===== src/isa_id_consts.vh =====
// Constants for the ISA feature and identification register bank
`ifndef ISA_ID_CONSTS_VH
`define ISA_ID_CONSTS_VH

// --------------------------------------------------------------
// Widths
// --------------------------------------------------------------
`define MNW 64
`define EXT_W 26
`define VENDOR_W 32
`define CSR_ADDR_W 12

// --------------------------------------------------------------
// Register addresses
// --------------------------------------------------------------
`define ADDR_ISA 12'h001
`define ADDR_VENDOR 12'h002
`define ADDR_ARCH 12'h003
`define ADDR_IMPL 12'h004

// --------------------------------------------------------------
// Native width field of the ISA register
// --------------------------------------------------------------
`define MXL_HI 63
`define MXL_LO 62
`define MXL_64 2'h2

// --------------------------------------------------------------
// Extension letter positions
// --------------------------------------------------------------
`define EXT_A 0
`define EXT_B 1
`define EXT_C 2
`define EXT_D 3
`define EXT_E 4
`define EXT_F 5
`define EXT_H 7
`define EXT_I 8
`define EXT_M 12
`define EXT_Q 16
`define EXT_S 18
`define EXT_U 20
`define EXT_V 21
`define EXT_X 23

// Letters G J K L N O P R T W Y Z
`define EXT_RSVD_MASK 26'h34AEE40

// --------------------------------------------------------------
// Vendor identification layout
// --------------------------------------------------------------
`define VID_OFS_W 7
`define VID_BANK_W 25

`endif


===== src/isa_legalizer.v =====
// Turns a software write of the extension field into a legal value
`include "isa_id_consts.vh"

module isa_legalizer (
  input wire [`EXT_W-1:0] i_old,
  input wire [`EXT_W-1:0] i_wdata,
  input wire [`EXT_W-1:0] i_supported,
  input wire [`EXT_W-1:0] i_writable,
  input wire i_has_x,
  output reg [`EXT_W-1:0] o_legal
);

  reg [`EXT_W-1:0] v;

  always @* begin
    v = (i_wdata & i_writable) | (i_old & ~i_writable);
    v = v & i_supported & ~`EXT_RSVD_MASK;
    // Base selection: with no embedded base the full base stays on
    if (!v[`EXT_I] && !i_supported[`EXT_E]) begin
      v[`EXT_I] = 1'b1;
    end
    v[`EXT_E] = ~v[`EXT_I];
    // Dependants fall with what they need
    if (!v[`EXT_F]) begin
      v[`EXT_D] = 1'b0;
    end
    if (!v[`EXT_D]) begin
      v[`EXT_Q] = 1'b0;
    end
    if (!v[`EXT_U]) begin
      v[`EXT_S] = 1'b0;
    end
    if (!v[`EXT_S]) begin
      v[`EXT_H] = 1'b0;
    end
    if (!v[`EXT_D]) begin
      v[`EXT_V] = 1'b0;
    end
    v[`EXT_X] = i_has_x;
    o_legal = v;
  end

endmodule


===== src/id_const_bank.v =====
// Fixed identification values of the hart
`include "isa_id_consts.vh"

module id_const_bank #(
  parameter [`VID_BANK_W-1:0] VENDOR_BANK_NUM = 25'h0000001,
  parameter [`VID_OFS_W-1:0] VENDOR_OFFSET = 7'h00,
  parameter [`MNW-1:0] ARCH_ID = 64'h0000000000000000,
  parameter [`MNW-1:0] IMPL_ID = 64'h0000000000000000
) (
  output wire [`VENDOR_W-1:0] o_vendor,
  output wire [`MNW-1:0] o_arch,
  output wire [`MNW-1:0] o_impl
);

  // Bank field holds the bank number less one; an all-zero id stays zero
  wire [`VID_BANK_W-1:0] bank_field;
  assign bank_field = (VENDOR_BANK_NUM == {`VID_BANK_W{1'b0}}) ?
    {`VID_BANK_W{1'b0}} : VENDOR_BANK_NUM - 25'h0000001;
  assign o_vendor = {bank_field, VENDOR_OFFSET};
  assign o_arch = ARCH_ID;
  assign o_impl = IMPL_ID;

endmodule


===== src/isa_id_csr_bank.v =====
// ISA feature register and identification registers of one hart
//
// Function
// - One presence bit per letter, A to Z
// - Reserved extension bits always read zero
// - Reset loads maximal set, full base preferred
// - Tentative and reserved letters never reported present
// - Non-standard bit set when custom extensions exist
// - Bit-manipulation bit guarantees its three sub-extensions
// - Multiply bit guarantees full multiply and divide
// - Supervisor bit one means supervisor supported
// - User bit one means user mode supported
// - Embedded base bit is inverse of full base
// - Clearing full base bit selects embedded base
// - Dependent feature cleared along with its prerequisite
// - Unsupported combinations replaced by a supported one
// - Misaligning alignment increase suppresses the write
// - Re-enabled extension state may be anything
// - Set bit means implemented; clear proves nothing
// - Read-only 32-bit vendor identification register
// - Bank field is bank number minus one
// - Read-only architecture identification, zero if absent
// - Open ids top bit clear, commercial set
// - Read-only implementation version, zero if absent
// - Implementation value left-justified on nibbles
`include "isa_id_consts.vh"

module isa_id_csr_bank #(
  parameter [`EXT_W-1:0] SUPPORTED = 26'h095112F,
  parameter [`EXT_W-1:0] WRITABLE = 26'h015112C,
  parameter HAS_X = 1'b1,
  parameter ISA_ZERO = 1'b0,
  parameter [`VID_BANK_W-1:0] VENDOR_BANK_NUM = 25'h0000001,
  parameter [`VID_OFS_W-1:0] VENDOR_OFFSET = 7'h00,
  parameter [`MNW-1:0] ARCH_ID = 64'h0000000000000001,
  parameter [`MNW-1:0] IMPL_ID = 64'h1000000000000000
) (
  input wire I_CLK,
  input wire I_RST_N,
  input wire I_CSR_VALID,
  input wire I_CSR_WRITE,
  input wire [`CSR_ADDR_W-1:0] I_CSR_ADDR,
  input wire [`MNW-1:0] I_CSR_WDATA,
  input wire [`MNW-1:0] I_NEXT_PC,
  output reg O_CSR_DONE,
  output reg O_CSR_ILLEGAL,
  output reg [`MNW-1:0] O_CSR_RDATA,
  output reg [`EXT_W-1:0] O_ISA_EXT,
  output reg [`EXT_W-1:0] O_EXT_REENABLED,
  output reg O_WRITE_SUPPRESSED,
  output reg O_EMBEDDED_BASE,
  output reg O_HALF_ALIGN,
  output reg O_SUPERVISOR_OK,
  output reg O_USER_OK,
  output reg O_MULDIV_FULL,
  output reg O_BITMANIP_OK
);

  // ------------------------------------------------------------
  // Helpers
  // ------------------------------------------------------------
  // Value that the extension field holds out of reset
  function [`EXT_W-1:0] reset_ext;
    input [`EXT_W-1:0] sup;
    input has_x;
    reg [`EXT_W-1:0] v;
    begin
      v = sup & ~`EXT_RSVD_MASK;
      if (sup[`EXT_I]) begin
        v[`EXT_E] = 1'b0;
      end
      v[`EXT_X] = has_x;
      reset_ext = v;
    end
  endfunction

  // Full ISA register image from an extension field
  function [`MNW-1:0] isa_image;
    input [`EXT_W-1:0] ext;
    input zero;
    begin
      if (zero) begin
        isa_image = {`MNW{1'b0}};
      end else begin
        isa_image = {`MXL_64, {(`MNW-`EXT_W-2){1'b0}}, ext};
      end
    end
  endfunction

  // ------------------------------------------------------------
  // Declarations
  // ------------------------------------------------------------
  localparam [`EXT_W-1:0] EXT_RESET = reset_ext(SUPPORTED, HAS_X);

  reg [`EXT_W-1:0] ext_r;
  reg [`EXT_W-1:0] ext_nxt;
  reg done_nxt;
  reg illegal_nxt;
  reg [`MNW-1:0] rdata_nxt;
  reg suppress_nxt;
  reg [`EXT_W-1:0] reen_nxt;
  wire [`EXT_W-1:0] legal_ext;
  wire [`VENDOR_W-1:0] vendor_id;
  wire [`MNW-1:0] arch_id;
  wire [`MNW-1:0] impl_id;
  wire hit_isa;
  wire hit_vendor;
  wire hit_arch;
  wire hit_impl;
  wire hit_any;
  wire hit_ro;
  wire isa_wr;
  wire align_up;
  wire pc_misaligned;

  // ------------------------------------------------------------
  // Submodules
  // ------------------------------------------------------------
  isa_legalizer u_legal (
    .i_old(ext_r),
    .i_wdata(I_CSR_WDATA[`EXT_W-1:0]),
    .i_supported(SUPPORTED),
    .i_writable(WRITABLE & ~`EXT_RSVD_MASK),
    .i_has_x(HAS_X[0]),
    .o_legal(legal_ext)
  );

  id_const_bank #(
    .VENDOR_BANK_NUM(VENDOR_BANK_NUM),
    .VENDOR_OFFSET(VENDOR_OFFSET),
    .ARCH_ID(ARCH_ID),
    .IMPL_ID(IMPL_ID)
  ) u_ids (
    .o_vendor(vendor_id),
    .o_arch(arch_id),
    .o_impl(impl_id)
  );

  // ------------------------------------------------------------
  // Address decode
  // ------------------------------------------------------------
  assign hit_isa = (I_CSR_ADDR == `ADDR_ISA);
  assign hit_vendor = (I_CSR_ADDR == `ADDR_VENDOR);
  assign hit_arch = (I_CSR_ADDR == `ADDR_ARCH);
  assign hit_impl = (I_CSR_ADDR == `ADDR_IMPL);
  assign hit_ro = hit_vendor | hit_arch | hit_impl;
  assign hit_any = hit_isa | hit_ro;
  assign isa_wr = I_CSR_VALID & I_CSR_WRITE & hit_isa & ~ISA_ZERO;

  // ------------------------------------------------------------
  // Alignment guard
  // ------------------------------------------------------------
  // Dropping compressed raises alignment from 16 to 32 bits
  assign align_up = ext_r[`EXT_C] & ~legal_ext[`EXT_C];
  assign pc_misaligned = I_NEXT_PC[1];

  // ------------------------------------------------------------
  // Next state
  // ------------------------------------------------------------
  always @* begin
    ext_nxt = ext_r;
    suppress_nxt = 1'b0;
    reen_nxt = {`EXT_W{1'b0}};
    done_nxt = I_CSR_VALID;
    illegal_nxt = 1'b0;
    rdata_nxt = {`MNW{1'b0}};
    if (I_CSR_VALID) begin
      // Reads return the value held before this access
      if (hit_isa) begin
        rdata_nxt = isa_image(ext_r, ISA_ZERO[0]);
      end else if (hit_vendor) begin
        rdata_nxt = {{(`MNW-`VENDOR_W){1'b0}}, vendor_id};
      end else if (hit_arch) begin
        rdata_nxt = arch_id;
      end else if (hit_impl) begin
        rdata_nxt = impl_id;
      end
      if (!hit_any) begin
        illegal_nxt = 1'b1;
      end else if (I_CSR_WRITE && hit_ro) begin
        // Identification values never change
        illegal_nxt = 1'b1;
      end
    end
    if (isa_wr) begin
      if (align_up && pc_misaligned) begin
        suppress_nxt = 1'b1;
      end else begin
        ext_nxt = legal_ext;
        // Flag newly enabled letters; their private state is not restored
        reen_nxt = legal_ext & ~ext_r;
      end
    end
  end

  // ------------------------------------------------------------
  // Registers
  // ------------------------------------------------------------
  always @(posedge I_CLK or negedge I_RST_N) begin
    if (!I_RST_N) begin
      ext_r <= EXT_RESET;
    end else begin
      ext_r <= ext_nxt;
    end
  end

  always @(posedge I_CLK or negedge I_RST_N) begin
    if (!I_RST_N) begin
      O_CSR_DONE <= 1'b0;
      O_CSR_ILLEGAL <= 1'b0;
      O_CSR_RDATA <= {`MNW{1'b0}};
      O_WRITE_SUPPRESSED <= 1'b0;
      O_EXT_REENABLED <= {`EXT_W{1'b0}};
    end else begin
      O_CSR_DONE <= done_nxt;
      O_CSR_ILLEGAL <= illegal_nxt;
      O_CSR_RDATA <= rdata_nxt;
      O_WRITE_SUPPRESSED <= suppress_nxt;
      O_EXT_REENABLED <= reen_nxt;
    end
  end

  // ------------------------------------------------------------
  // Capability outputs to the rest of the hart
  // ------------------------------------------------------------
  // Registered from the next value so they track the field exactly
  always @(posedge I_CLK or negedge I_RST_N) begin
    if (!I_RST_N) begin
      O_ISA_EXT <= EXT_RESET;
      O_EMBEDDED_BASE <= EXT_RESET[`EXT_E];
      O_HALF_ALIGN <= EXT_RESET[`EXT_C];
      O_SUPERVISOR_OK <= EXT_RESET[`EXT_S];
      O_USER_OK <= EXT_RESET[`EXT_U];
      O_MULDIV_FULL <= EXT_RESET[`EXT_M];
      O_BITMANIP_OK <= EXT_RESET[`EXT_B];
    end else begin
      O_ISA_EXT <= ext_nxt;
      O_EMBEDDED_BASE <= ext_nxt[`EXT_E];
      O_HALF_ALIGN <= ext_nxt[`EXT_C];
      O_SUPERVISOR_OK <= ext_nxt[`EXT_S];
      O_USER_OK <= ext_nxt[`EXT_U];
      // Multiply-only support elsewhere is not gated by this bit
      O_MULDIV_FULL <= ext_nxt[`EXT_M];
      O_BITMANIP_OK <= ext_nxt[`EXT_B];
    end
  end

endmodule


===== config.mk =====
export PLATFORM = sky130hd
export DESIGN_NAME = isa_id_csr_bank
export DESIGN_NICKNAME = d
export VERILOG_FILES = /design/src/isa_legalizer.v /design/src/id_const_bank.v /design/src/isa_id_csr_bank.v
export VERILOG_INCLUDE_DIRS = /design/src
export SDC_FILE = /design/constraint.sdc
export NUM_CORES = 1
export LEC_CHECK = 0
export BUFFER_PORTS_ARGS = -buffer_cell sky130_fd_sc_hd__buf_2
export CAP_MARGIN = 10
export CORE_AREA = 2 2 104 106
export CTS_BUF_LIST = sky130_fd_sc_hd__clkbuf_4 sky130_fd_sc_hd__clkbuf_8 sky130_fd_sc_hd__clkbuf_16
export DETAILED_ROUTE_END_ITERATION = 8
export DIE_AREA = 0 0 106 108
export GPL_TIMING_DRIVEN = 0
export PLACE_DENSITY = 0.51
export SYNTH_ARGS = -nofsm -noshare
export SYNTH_HDL_FRONTEND = slang
export SYNTH_SLANG_ARGS = --single-unit

===== constraint.sdc =====
create_clock -name I_CLK -period 3.7 [get_ports I_CLK]
set_input_delay 0.925 -clock I_CLK [delete_from_list [all_inputs] [get_ports I_CLK]]
set_output_delay 0.925 -clock I_CLK [all_outputs]
set_load 0.02 [all_outputs]

## Word-level counts from Yosys, hierarchy flattened

Cells that the tools add are included.

- Word-level logic and storage cells: 48
- Output and inout port bits: 125
- Latch bits: 0
- Bits in read-only memories: 0
- Memory bits (writable): 0
- Memories kept: 0
- Register bits after elaboration: 109

- Equality and inequality tests: 4
- Mux-type cells: 17
- Add/sub/neg operators: 0
- Divide/modulo/power cells: 0
- $lt $le $gt $ge: 0
- Shift operators: 0
- Multipliers: 0
- Bitwise logic cells: 11
- Reductions and logical operators: 3

Operator list:

| cell | count |
|---|---|
| $mux 61 | 3 |
| $mux 64 | 2 |
| $mux 26 | 2 |
| $mux 21 | 2 |
| $and 24x26->26 | 1 |
| $not 24->26 | 1 |
| $eq 12x2->1 const B | 2 |
| $or 21x5->21 | 1 |
| $eq 12x1->1 const B | 1 |
| $eq 12x3->1 const B | 1 |
| $mux 1 | 8 |
| $and 1x1->1 | 3 |
| $or 1x1->1 | 3 |
| $logic_and 1x1->1 | 2 |
| $not 1->1 | 2 |
| $reduce_and 2->1 | 1 |

## Logic depth before layout (Yosys ltp)

Gate-level depths: netlist of the first run.

- Depth in word-level cells: 7
- Depth in mapped cells: 6

## Cells and area by module

Synthesis of the first run repeated with hierarchy kept, for this count alone.

- Cells, all modules: 685
- Area, all modules: 7,085.5 um^2

By module, submodules not included:

| module | instances | seq. area each (um^2) | area each (um^2) | cells an instance |
|---|---|---|---|---|
| isa_id_csr_bank | 1 | 2,991.6 | 5,540.3 | 480 |
| id_const_bank | 1 | 0.0 | 1,208.7 | 162 |
| isa_legalizer | 1 | 0.0 | 336.6 | 43 |

## Least setup slack after synthesis of the first run

Ideal clock, no wire load.

- Kind: input to register
- Start point: input port I_CSR_ADDR[1]
- End point: register O_ISA_EXT[12]
- Arrival: 2.067 ns
- Buffers on the path: 2
- Path slack: 1.551 ns
- Cell stages on the path: 6
- Setup time: 0.082 ns
- Path through: buf_2 -> and4bb_1 -> nand4_2 -> nand2b_4 -> buf_6 -> mux2_4

- Word-level cells in the longest chain between the ends: 3

RTL lines:

| element | RTL line | source |
|---|---|---|
| start, declared | isa_id_csr_bank.v:42 | `` input wire [`CSR_ADDR_W-1:0] I_CSR_ADDR, `` |
| $eq 12x1->1 (no source line) | -- |  |
| $and 1x1->1 | isa_id_csr_bank.v:148 | `assign isa_wr = I_CSR_VALID & I_CSR_WRITE & hit_isa & ~ISA_ZERO;` |
| $mux 21 | isa_id_csr_bank.v:185 | `if (isa_wr) begin` |
| end signal, assigned | isa_id_csr_bank.v:237 | `O_ISA_EXT <= ext_nxt;` |
| end, declared | isa_id_csr_bank.v:48 | `` output reg [`EXT_W-1:0] O_ISA_EXT, `` |

Every way passes these cells.
A chain may end at the register's enable or synchronous reset.

## Worst setup path in the final report of the first run

- Start point: input port I_CSR_ADDR[9]
- End point: register O_ISA_EXT[12]

The elaborated chain is that of the path after synthesis.

==> results of run 1 <==
==> layer usage <==
metal	share of wire	track usage	vias up	wire [um]
li1	-	-	677	-
met1	0.39	0.0700	541	1430
met2	0.42	0.100	116	1540
met3	0.17	0.0253	7	621
met4	0.013	0.0226	2	49
met5	0.0036	0	-	13
==> metrics by stage <==
step	power [mW]	util	setup slack [ns]	area, um^2	hold WS (ns)
after global placement	0.493	0.252	1.20	2580	0.502
after floorplan	0.468	-	1.55	2130	0.528
after global routing	0.690	0.256	1.38	2620	0.555
after CTS	0.655	0.256	1.48	2620	0.523
after detailed placement	0.493	0.252	1.19	2580	0.507
final	0.653	0.256	1.55	2620	0.518
==> flip-flops by register name, indices dropped and copies added, names as in the netlist <==
signal and count:
O_WRITE_SUPPRESSED 1, O_EXT_REENABLED 7, O_ISA_EXT 7, O_CSR_DONE 1
O_CSR_ILLEGAL 1, O_CSR_RDATA 10
==> cell type report <==
class,count,share of cell area
Buffer,100,0.287
Clock inverter,1,0.00191
Tap cell,136,0.0649
Timing Repair Buffer,56,0.107
Clock buffer,3,0.0157
Inverter,6,0.00859
Multi-Input combinational cell,134,0.254
Sequential cell,27,0.261
==> kinds of logic (layout without fill, tap and decap cells) <==
group                  Yosys count  after routing  synth area share
multiplexers                     7              7            0.0433
AND/OR/NAND/NOR                 32             32             0.124
buffers and inverters          106            166             0.432
AO/OA/AOI/OAI                    4              4            0.0140
flip-flops                      27             27             0.382
other                            2             91           0.00419
==> synth_stat cells (2+ instances only) <==
library cell / count / share of area
and2_1: 4 / 0.014
buf_4: 98 / 0.41
conb_1: 2 / 0.0042
dfrtp_1: 20 / 0.28
dfstp_2: 7 / 0.10
inv_1: 6 / 0.013
mux2_1: 2 / 0.013
mux2i_1: 4 / 0.022
nand2_1: 3 / 0.0063
nand3_1: 3 / 0.0084
nor2_1: 4 / 0.0084
nor3_1: 4 / 0.011
nor3b_1: 3 / 0.013
nor4_1: 3 / 0.010
o21ai_1: 2 / 0.0056
==> worst paths after layout <==
path | start | endpoint | slack, ns
hold / removal | O_ISA_EXT[3] | O_ISA_EXT[3] | 0.52
min in group asynchronous | I_RST_N | O_CSR_RDATA[16] | 0.64
max in group asynchronous | I_RST_N | O_ISA_EXT[12] | 2.68
setup reg to reg | O_ISA_EXT[2] | O_ISA_EXT[12] | 2.30
hold reg to reg | O_ISA_EXT[3] | O_ISA_EXT[3] | 0.52
setup / recovery | I_CSR_ADDR[9] | O_ISA_EXT[12] | 1.55
==> worst min-delay path, stage by stage, from the launching register on <==
cell	delay (ns)
dfstp_2	0.38
inv_1	0.07
mux2i_1	0.07
==> where the power goes <==
part           internal [mW]  switching, mW
Sequential             0.297       0.000639
Combinational         0.0784          0.117
Clock                 0.0753         0.0853
==> flow_summary.toml, run 1 <==
[pwr]
vdd_drop_max_mv = 0.0970
leakagePower_nw = 1.64
p_per_area_mw_per_mm2 = 249

[global_route]
antenna_found_initial = 1
grt_usage = 0.0604
grt_pass1_wl_um = 5600
grt_max_degree = 28
grt_pass1_vias = 1231
overflow = 0

[finish]
finalNonFillerCells = 463
final_nets = 472
drive_above_1_share = 0.529
ff_latch_area_um2 = 684
mostFrequentLayoutCells = "buf_4 (98), conb_1 (91), buf_2 (57)"
area_growth_pct = 46.4
nFillCells = 1103
multi_input_area_um2 = 667
final_common_cell = "buf_4"
antenna_cells = 0

[cts]
cts_post_setup_buffers_inserted = 0
cts_made_buffers = 3
cts-resized-gates = 0
ctsHoldBuffers = 0
clockBufferDepth = 2
clk_pin_slew_worst_paths_ns = 0.09
cts_num_sinks = 27
cts_root_buffer = "clkbuf_8"
insertion_delay_ns = 0.27
cts_tree = "yes"
htree_levels = 1

[worst_setup_path]
slowest_delay_ns = 0.44
worstSetupPathType = "in -> reg"
cp_max_fo = 10
cpMaxStageDelayCell = "nor4_2"
path_cells = "buf_2 > nor4_2 > nand4_2 > nand2b_4 > buf_6 > mux2_4"
worstPathRequired_ns = 3.90
reg2reg_depth = 4
cp_num_cells = 6
crit_buf_inv = 2
worst_setup_path_start_kind = "input port"
endpoint_kind = "flop"
crit_family = "simple AND/OR/NAND/NOR gates"
cp.arrival_ns = 2.35

[logic_synthesis]
synth_flop_cell = "dfrtp_1"
ys_async_sr_fraction = 1.00
yosys_warnings = 0
synth.distinct_cells = 28
seq_area_frac_synth = 0.382
synth_cells = 178
syn_area_per_cell_um2 = 10.1
ys_seq_elements = 27
synth_edf_count = 0
synth_area_mm2 = 0.00179

[sta]
hold_violations = 0
fmax_mhz = 465
timing.final.crit_period_ns = 2.15
tightest_slew_ns = 0.569
slew_viol_final = 0
fin_crit_sh = 0.581
setup_tns_ns = 0
finClkSkew_ns = 0.00212
grt_setup_unrepaired = "false"
slew_headroom = 0.621
setup_viol = 0

[floorplanning]
die_x_um = 106
io_pins = 269
fp.dieH_um = 108
core_area_mm2 = 0.0102
die_area_mm2 = 0.0114
start_util = 0.175
row_count = 37

[placement]
io_buffers = 56
placed_cells = 459
routabilityCongestion = 0.725
dp_hpwl_um = 3250

[outcome]
status = "finished clean"

[routing]
drt_iter0_drc = 26
drtPass1Iterations = 2
ant_nets = 0
wl_per_cell_um = 7.90
drcViolationCount = 0
wl_um = 3660
vias = 1343
via_per_inst = 2.90

[worst_hold_path]
hp-class = "reg -> reg"
hold_depth = 2

[flow_run]
drv_cap = 0
No activity file was read; power rests on OpenSTA's default activity.
==> inputs of run 2 (changes only) <==
--- a/config.mk
+++ b/config.mk
@@ -13,7 +13,7 @@
 export DETAILED_ROUTE_END_ITERATION = 8
 export DIE_AREA = 0 0 106 108
 export GPL_TIMING_DRIVEN = 0
-export PLACE_DENSITY = 0.51
+export PLACE_DENSITY = 0.53
 export SYNTH_ARGS = -nofsm -noshare
 export SYNTH_HDL_FRONTEND = slang
 export SYNTH_SLANG_ARGS = --single-unit
==> constraint.sdc (replaced) <==
create_clock -name I_CLK -period 1.7 [get_ports I_CLK]
set_input_delay 0.425 -clock I_CLK [delete_from_list [all_inputs] [get_ports I_CLK]]
set_output_delay 0.425 -clock I_CLK [all_outputs]
set_load 0.02 [all_outputs]
==> flow_summary.toml, run 2 (same netlist as run 1, synthesis figures left out) <==
[finish]
drive_above_1_share = 0.529
antenna_cells = 0
fin_util = 0.257
largest_reg_flops = 10
final_common_cell = "buf_4"
final_nets = 472
regMostFlops = "O_CSR_RDATA"
mostFrequentLayoutCells = "buf_4 (98), conb_1 (91), buf_2 (57)"
largest_registers = "O_CSR_RDATA: 10 flops, O_EXT_REENABLED: 7 flops, O_ISA_EXT: 7 flops"
area_growth_pct = 47.0

[routing]
drtPass1Iterations = 2
drcViolationCount = 0
wl_per_cell_um = 7.95
wl_um = 3680
drt_iter0_drc = 21
via_per_inst = 2.87
vias = 1331
ant_nets = 0

[worst_setup_path]
cp.arrival_ns = 1.80
cp_max_fo = 10
r2r-start = "O_ISA_EXT[2]"
worstSetupPathType = "in -> reg"
worstPathRequired_ns = 1.89
endpoint_kind = "flop"
rrSetupSlack_ns = 0.31
cpMaxStageDelayCell = "nor4_4"
path_cells = "buf_2 > nor4_4 > nand4_2 > nand2b_4 > buf_6 > mux2_4"
worst_setup_path_start_kind = "input port"
r2r_end = "O_ISA_EXT[12]"
slowest_delay_ns = 0.34
reg2reg_depth = 4

[cts]
insertion_delay_ns = 0.26
cts-resized-gates = 1
cts_post_setup_buffers_inserted = 0
cts_made_buffers = 3
cts_num_sinks = 27
cts_tree = "yes"
clk_pin_slew_worst_paths_ns = 0.08
clockBufferDepth = 2
cts_root_buffer = "clkbuf_8"
htree_levels = 1
ctsHoldBuffers = 0

[sta]
hold_violations = 0
fin_crit_sh = 0.944
slew_headroom = 0.633
grt_setup_unrepaired = "false"
finClkSkew_ns = 0.00174
slew_viol_final = 0
fmax_mhz = 623
tightest_slew_ns = 0.551
timing.final.crit_period_ns = 1.60
setup_viol = 0

[worst_hold_path]
hp-class = "in -> async"

[global_route]
grt_pass1_wl_um = 5330
grt_max_degree = 28
grt_pass1_vias = 1186
overflow = 0
antenna_found_initial = 0
grt_usage = 0.0574

[floorplanning]
start_util = 0.175
fp.dieH_um = 108
die_area_mm2 = 0.0114
row_count = 37
core_area_mm2 = 0.0102
die_x_um = 106
io_pins = 269

[flow_run]
drv_cap = 0

[pwr]
total_power_mw = 1.43
leakagePower_nw = 1.65
vdd_drop_max_mv = 0.266
p_per_area_mw_per_mm2 = 545

[outcome]
status = "finished clean"

[placement]
io_buffers = 56
routabilityCongestion = 0.760
dp_hpwl_um = 3310
run 2: changes by cell type in the layout (fill, tap and decap cells not counted), sizes merged:
cell / before / now
clkbuf: 3 / 4
clkinv: 1 / 0
run 2: final cells by class:
| type | count | area (um^2) |
|---|---|---|
| repair buffers | 56 | 280 |
| fillers | 1094 | 7600 |
| inverters | 6 | 22.5 |
| well taps | 136 | 170 |
| plain buffers | 100 | 752 |
| clock buffers | 4 | 48.8 |
| flip-flops and latches | 27 | 684 |
| multi-input cells | 134 | 676 |
run 2: per-layer routing:
layer	wire length, um	vias up	global-route usage
li1	-	675	-
met1	1510	533	0.0697
met2	1590	121	0.0986
met3	545	2	0.0151
met4	32	0	0.0197
met5	0	-	0
run 2: report_power, final:
group / internal, mW / switching, mW
Combinational: 0.171 / 0.259
Clock: 0.183 / 0.174
Sequential: 0.646 / 0.00110
run 2: metrics by stage:
step / cell area (um^2) / hold WS [ns] / setup slack, ns / setup TNS [ns] / instances
after global routing: 2630 / 0.179 / 0.0395 / 0 / 463
after CTS: 2630 / 0.162 / 0.0598 / 0 / 463
final: 2630 / 0.142 / 0.0958 / 0 / 463
after global placement: 2580 / 0.450 / -0.283 / -2.41 / 459
after floorplan: 2130 / 0.129 / 0.0511 / 0 / 267
after detailed placement: 2580 / 0.445 / -0.297 / -2.71 / 459
run 2: critical path, delay by kind of cell:
kind | cells | cell delay [ns]
buffers and inverters | 2 | 0.28
muxes | 1 | 0.29
and+or+nand+nor | 3 | 0.80
run 2: how the worst max path moves through the flow:
stage	from	end	cells past startpoint
final	I_CSR_ADDR[5]	O_ISA_EXT[12]	6
after detailed placement	I_CSR_ADDR[9]	O_ISA_EXT[12]	6
after global routing	I_CSR_ADDR[5]	O_ISA_EXT[12]	6
after floorplan	I_CSR_ADDR[1]	O_ISA_EXT[12]	6
after global placement	I_CSR_ADDR[9]	O_ISA_EXT[12]	6
after CTS	I_CSR_ADDR[5]	O_ISA_EXT[12]	6
==> inputs of run 3 (changes only) <==
--- a/config.mk
+++ b/config.mk
@@ -9,7 +9,6 @@
 export BUFFER_PORTS_ARGS = -buffer_cell sky130_fd_sc_hd__buf_2
 export CAP_MARGIN = 10
 export CORE_AREA = 2 2 104 106
-export CTS_BUF_LIST = sky130_fd_sc_hd__clkbuf_4 sky130_fd_sc_hd__clkbuf_8 sky130_fd_sc_hd__clkbuf_16
 export DETAILED_ROUTE_END_ITERATION = 8
 export DIE_AREA = 0 0 106 108
 export GPL_TIMING_DRIVEN = 0
==> flow_summary.toml, run 3 (same netlist as run 1, synthesis figures left out) <==
[global_route]
grt_pass1_vias = 1188
overflow = 0
antenna_found_initial = 0
grt_max_degree = 28
grt_pass1_wl_um = 5330
grt_usage = 0.0574

[worst_setup_path]
path_cells = "buf_2 > nor4_4 > nand4_2 > nand2b_4 > buf_6 > mux2_4"
endpoint_kind = "flop"
cp_max_fo = 10
worstPathRequired_ns = 1.89
slowest_delay_ns = 0.34
cp.arrival_ns = 1.80
cpMaxStageDelayCell = "nor4_4"
worstSetupPathType = "in -> reg"
r2r_end = "O_ISA_EXT[12]"
rrSetupSlack_ns = 0.31
r2r-start = "O_ISA_EXT[2]"
worst_setup_path_start_kind = "input port"
reg2reg_depth = 4

[finish]
final_common_cell = "buf_4"
largest_reg_flops = 10
multi_input_area_um2 = 676
antenna_cells = 0
largest_registers = "O_CSR_RDATA: 10 flops, O_EXT_REENABLED: 7 flops, O_ISA_EXT: 7 flops"
nFillCells = 1096
regMostFlops = "O_CSR_RDATA"
drive_above_1_share = 0.526
mostFrequentLayoutCells = "buf_4 (98), conb_1 (91), buf_2 (57)"
area_growth_pct = 46.8
ff_latch_area_um2 = 684
finalNonFillerCells = 463
final_nets = 472

[pwr]
vdd_drop_max_mv = 0.265
leakagePower_nw = 1.64
p_per_area_mw_per_mm2 = 539

[sta]
slew_viol_final = 0
slew_headroom = 0.634
tightest_slew_ns = 0.549
hold_violations = 0
timing.final.crit_period_ns = 1.60
grt_setup_unrepaired = "false"
setup_viol = 0
whs_ns = 0.142
setup_tns_ns = 0
fmax_mhz = 623
fin_crit_sh = 0.944
finClkSkew_ns = 0.00195

[floorplanning]
io_pins = 269
row_count = 37
die_area_mm2 = 0.0114
die_x_um = 106
fp.dieH_um = 108
core_area_mm2 = 0.0102
start_util = 0.175

[routing]
wl_um = 3680
drt_iter0_drc = 23
ant_nets = 0
drcViolationCount = 0
vias = 1335
via_per_inst = 2.88
wl_per_cell_um = 7.94
drtPass1Iterations = 2

[cts]
cts_tree = "yes"
clockBufferDepth = 2
ctsHoldBuffers = 0
clk_pin_slew_worst_paths_ns = 0.08
cts_num_sinks = 27
htree_levels = 1
cts_root_buffer = "clkbuf_8"
cts_post_setup_buffers_inserted = 0
cts_made_buffers = 3
insertion_delay_ns = 0.26

[placement]
dp_hpwl_um = 3310
placed_cells = 459
io_buffers = 56
routabilityCongestion = 0.760

[outcome]
status = "finished clean"

[worst_hold_path]
hp-class = "in -> async"

[flow_run]
drv_cap = 0
-- run 3: routing by layer --
layer	vias to the layer above	part of all wire	GRT usage
met2	121	0.43	0.0986
met1	537	0.41	0.0697
met3	2	0.15	0.0151
li1	675	-	-
met5	-	0	0
met4	0	0.0087	0.0197
-- run 3: critical path: cells and delay by family --
family	cells	cell delay (ns)
AND/OR/NAND/NOR	3	0.80
buffers and inverters	2	0.28
multiplexers	1	0.29
-- run 3: per-stage QoR --
step	cell area [um^2]	setup slack, ns	power (mW)	util
floorplan	2130	0.0511	1.02	-
global placement	2580	-0.283	1.08	0.252
detailed placement	2580	-0.297	1.08	0.252
CTS	2630	0.0596	1.41	0.257
global route	2630	0.0398	1.48	0.257
finish	2630	0.0955	1.42	0.257
-- run 3: final cells by class --
class | instances | share of cell area
inverters | 6 | 0.00856
repair buffers | 56 | 0.107
plain buffers | 100 | 0.286
well taps | 136 | 0.0647
flip-flops and latches | 27 | 0.260
multi-input cells | 134 | 0.257
clock buffers | 4 | 0.0171
-- run 3: how the worst max path moves through the flow --
stage	from	to	slack [ns]
global placement	I_CSR_ADDR[9]	O_ISA_EXT[12]	-0.28
global route	I_CSR_ADDR[5]	O_ISA_EXT[12]	0.04
finish	I_CSR_ADDR[5]	O_ISA_EXT[12]	0.1
CTS	I_CSR_ADDR[5]	O_ISA_EXT[12]	0.06
detailed placement	I_CSR_ADDR[9]	O_ISA_EXT[12]	-0.30
floorplan	I_CSR_ADDR[1]	O_ISA_EXT[12]	0.05
-- run 3: power breakdown --
part           internal, mW  switching [mW]
Clock                 0.167           0.174
Combinational         0.171           0.259
Sequential            0.646         0.00110
-- run 3: timing repair --
item,4_1_cts,5_1_grt
endpoints found under the setup margin,1,0
resized for setup,1,0
endpoints found under the hold margin,0,0
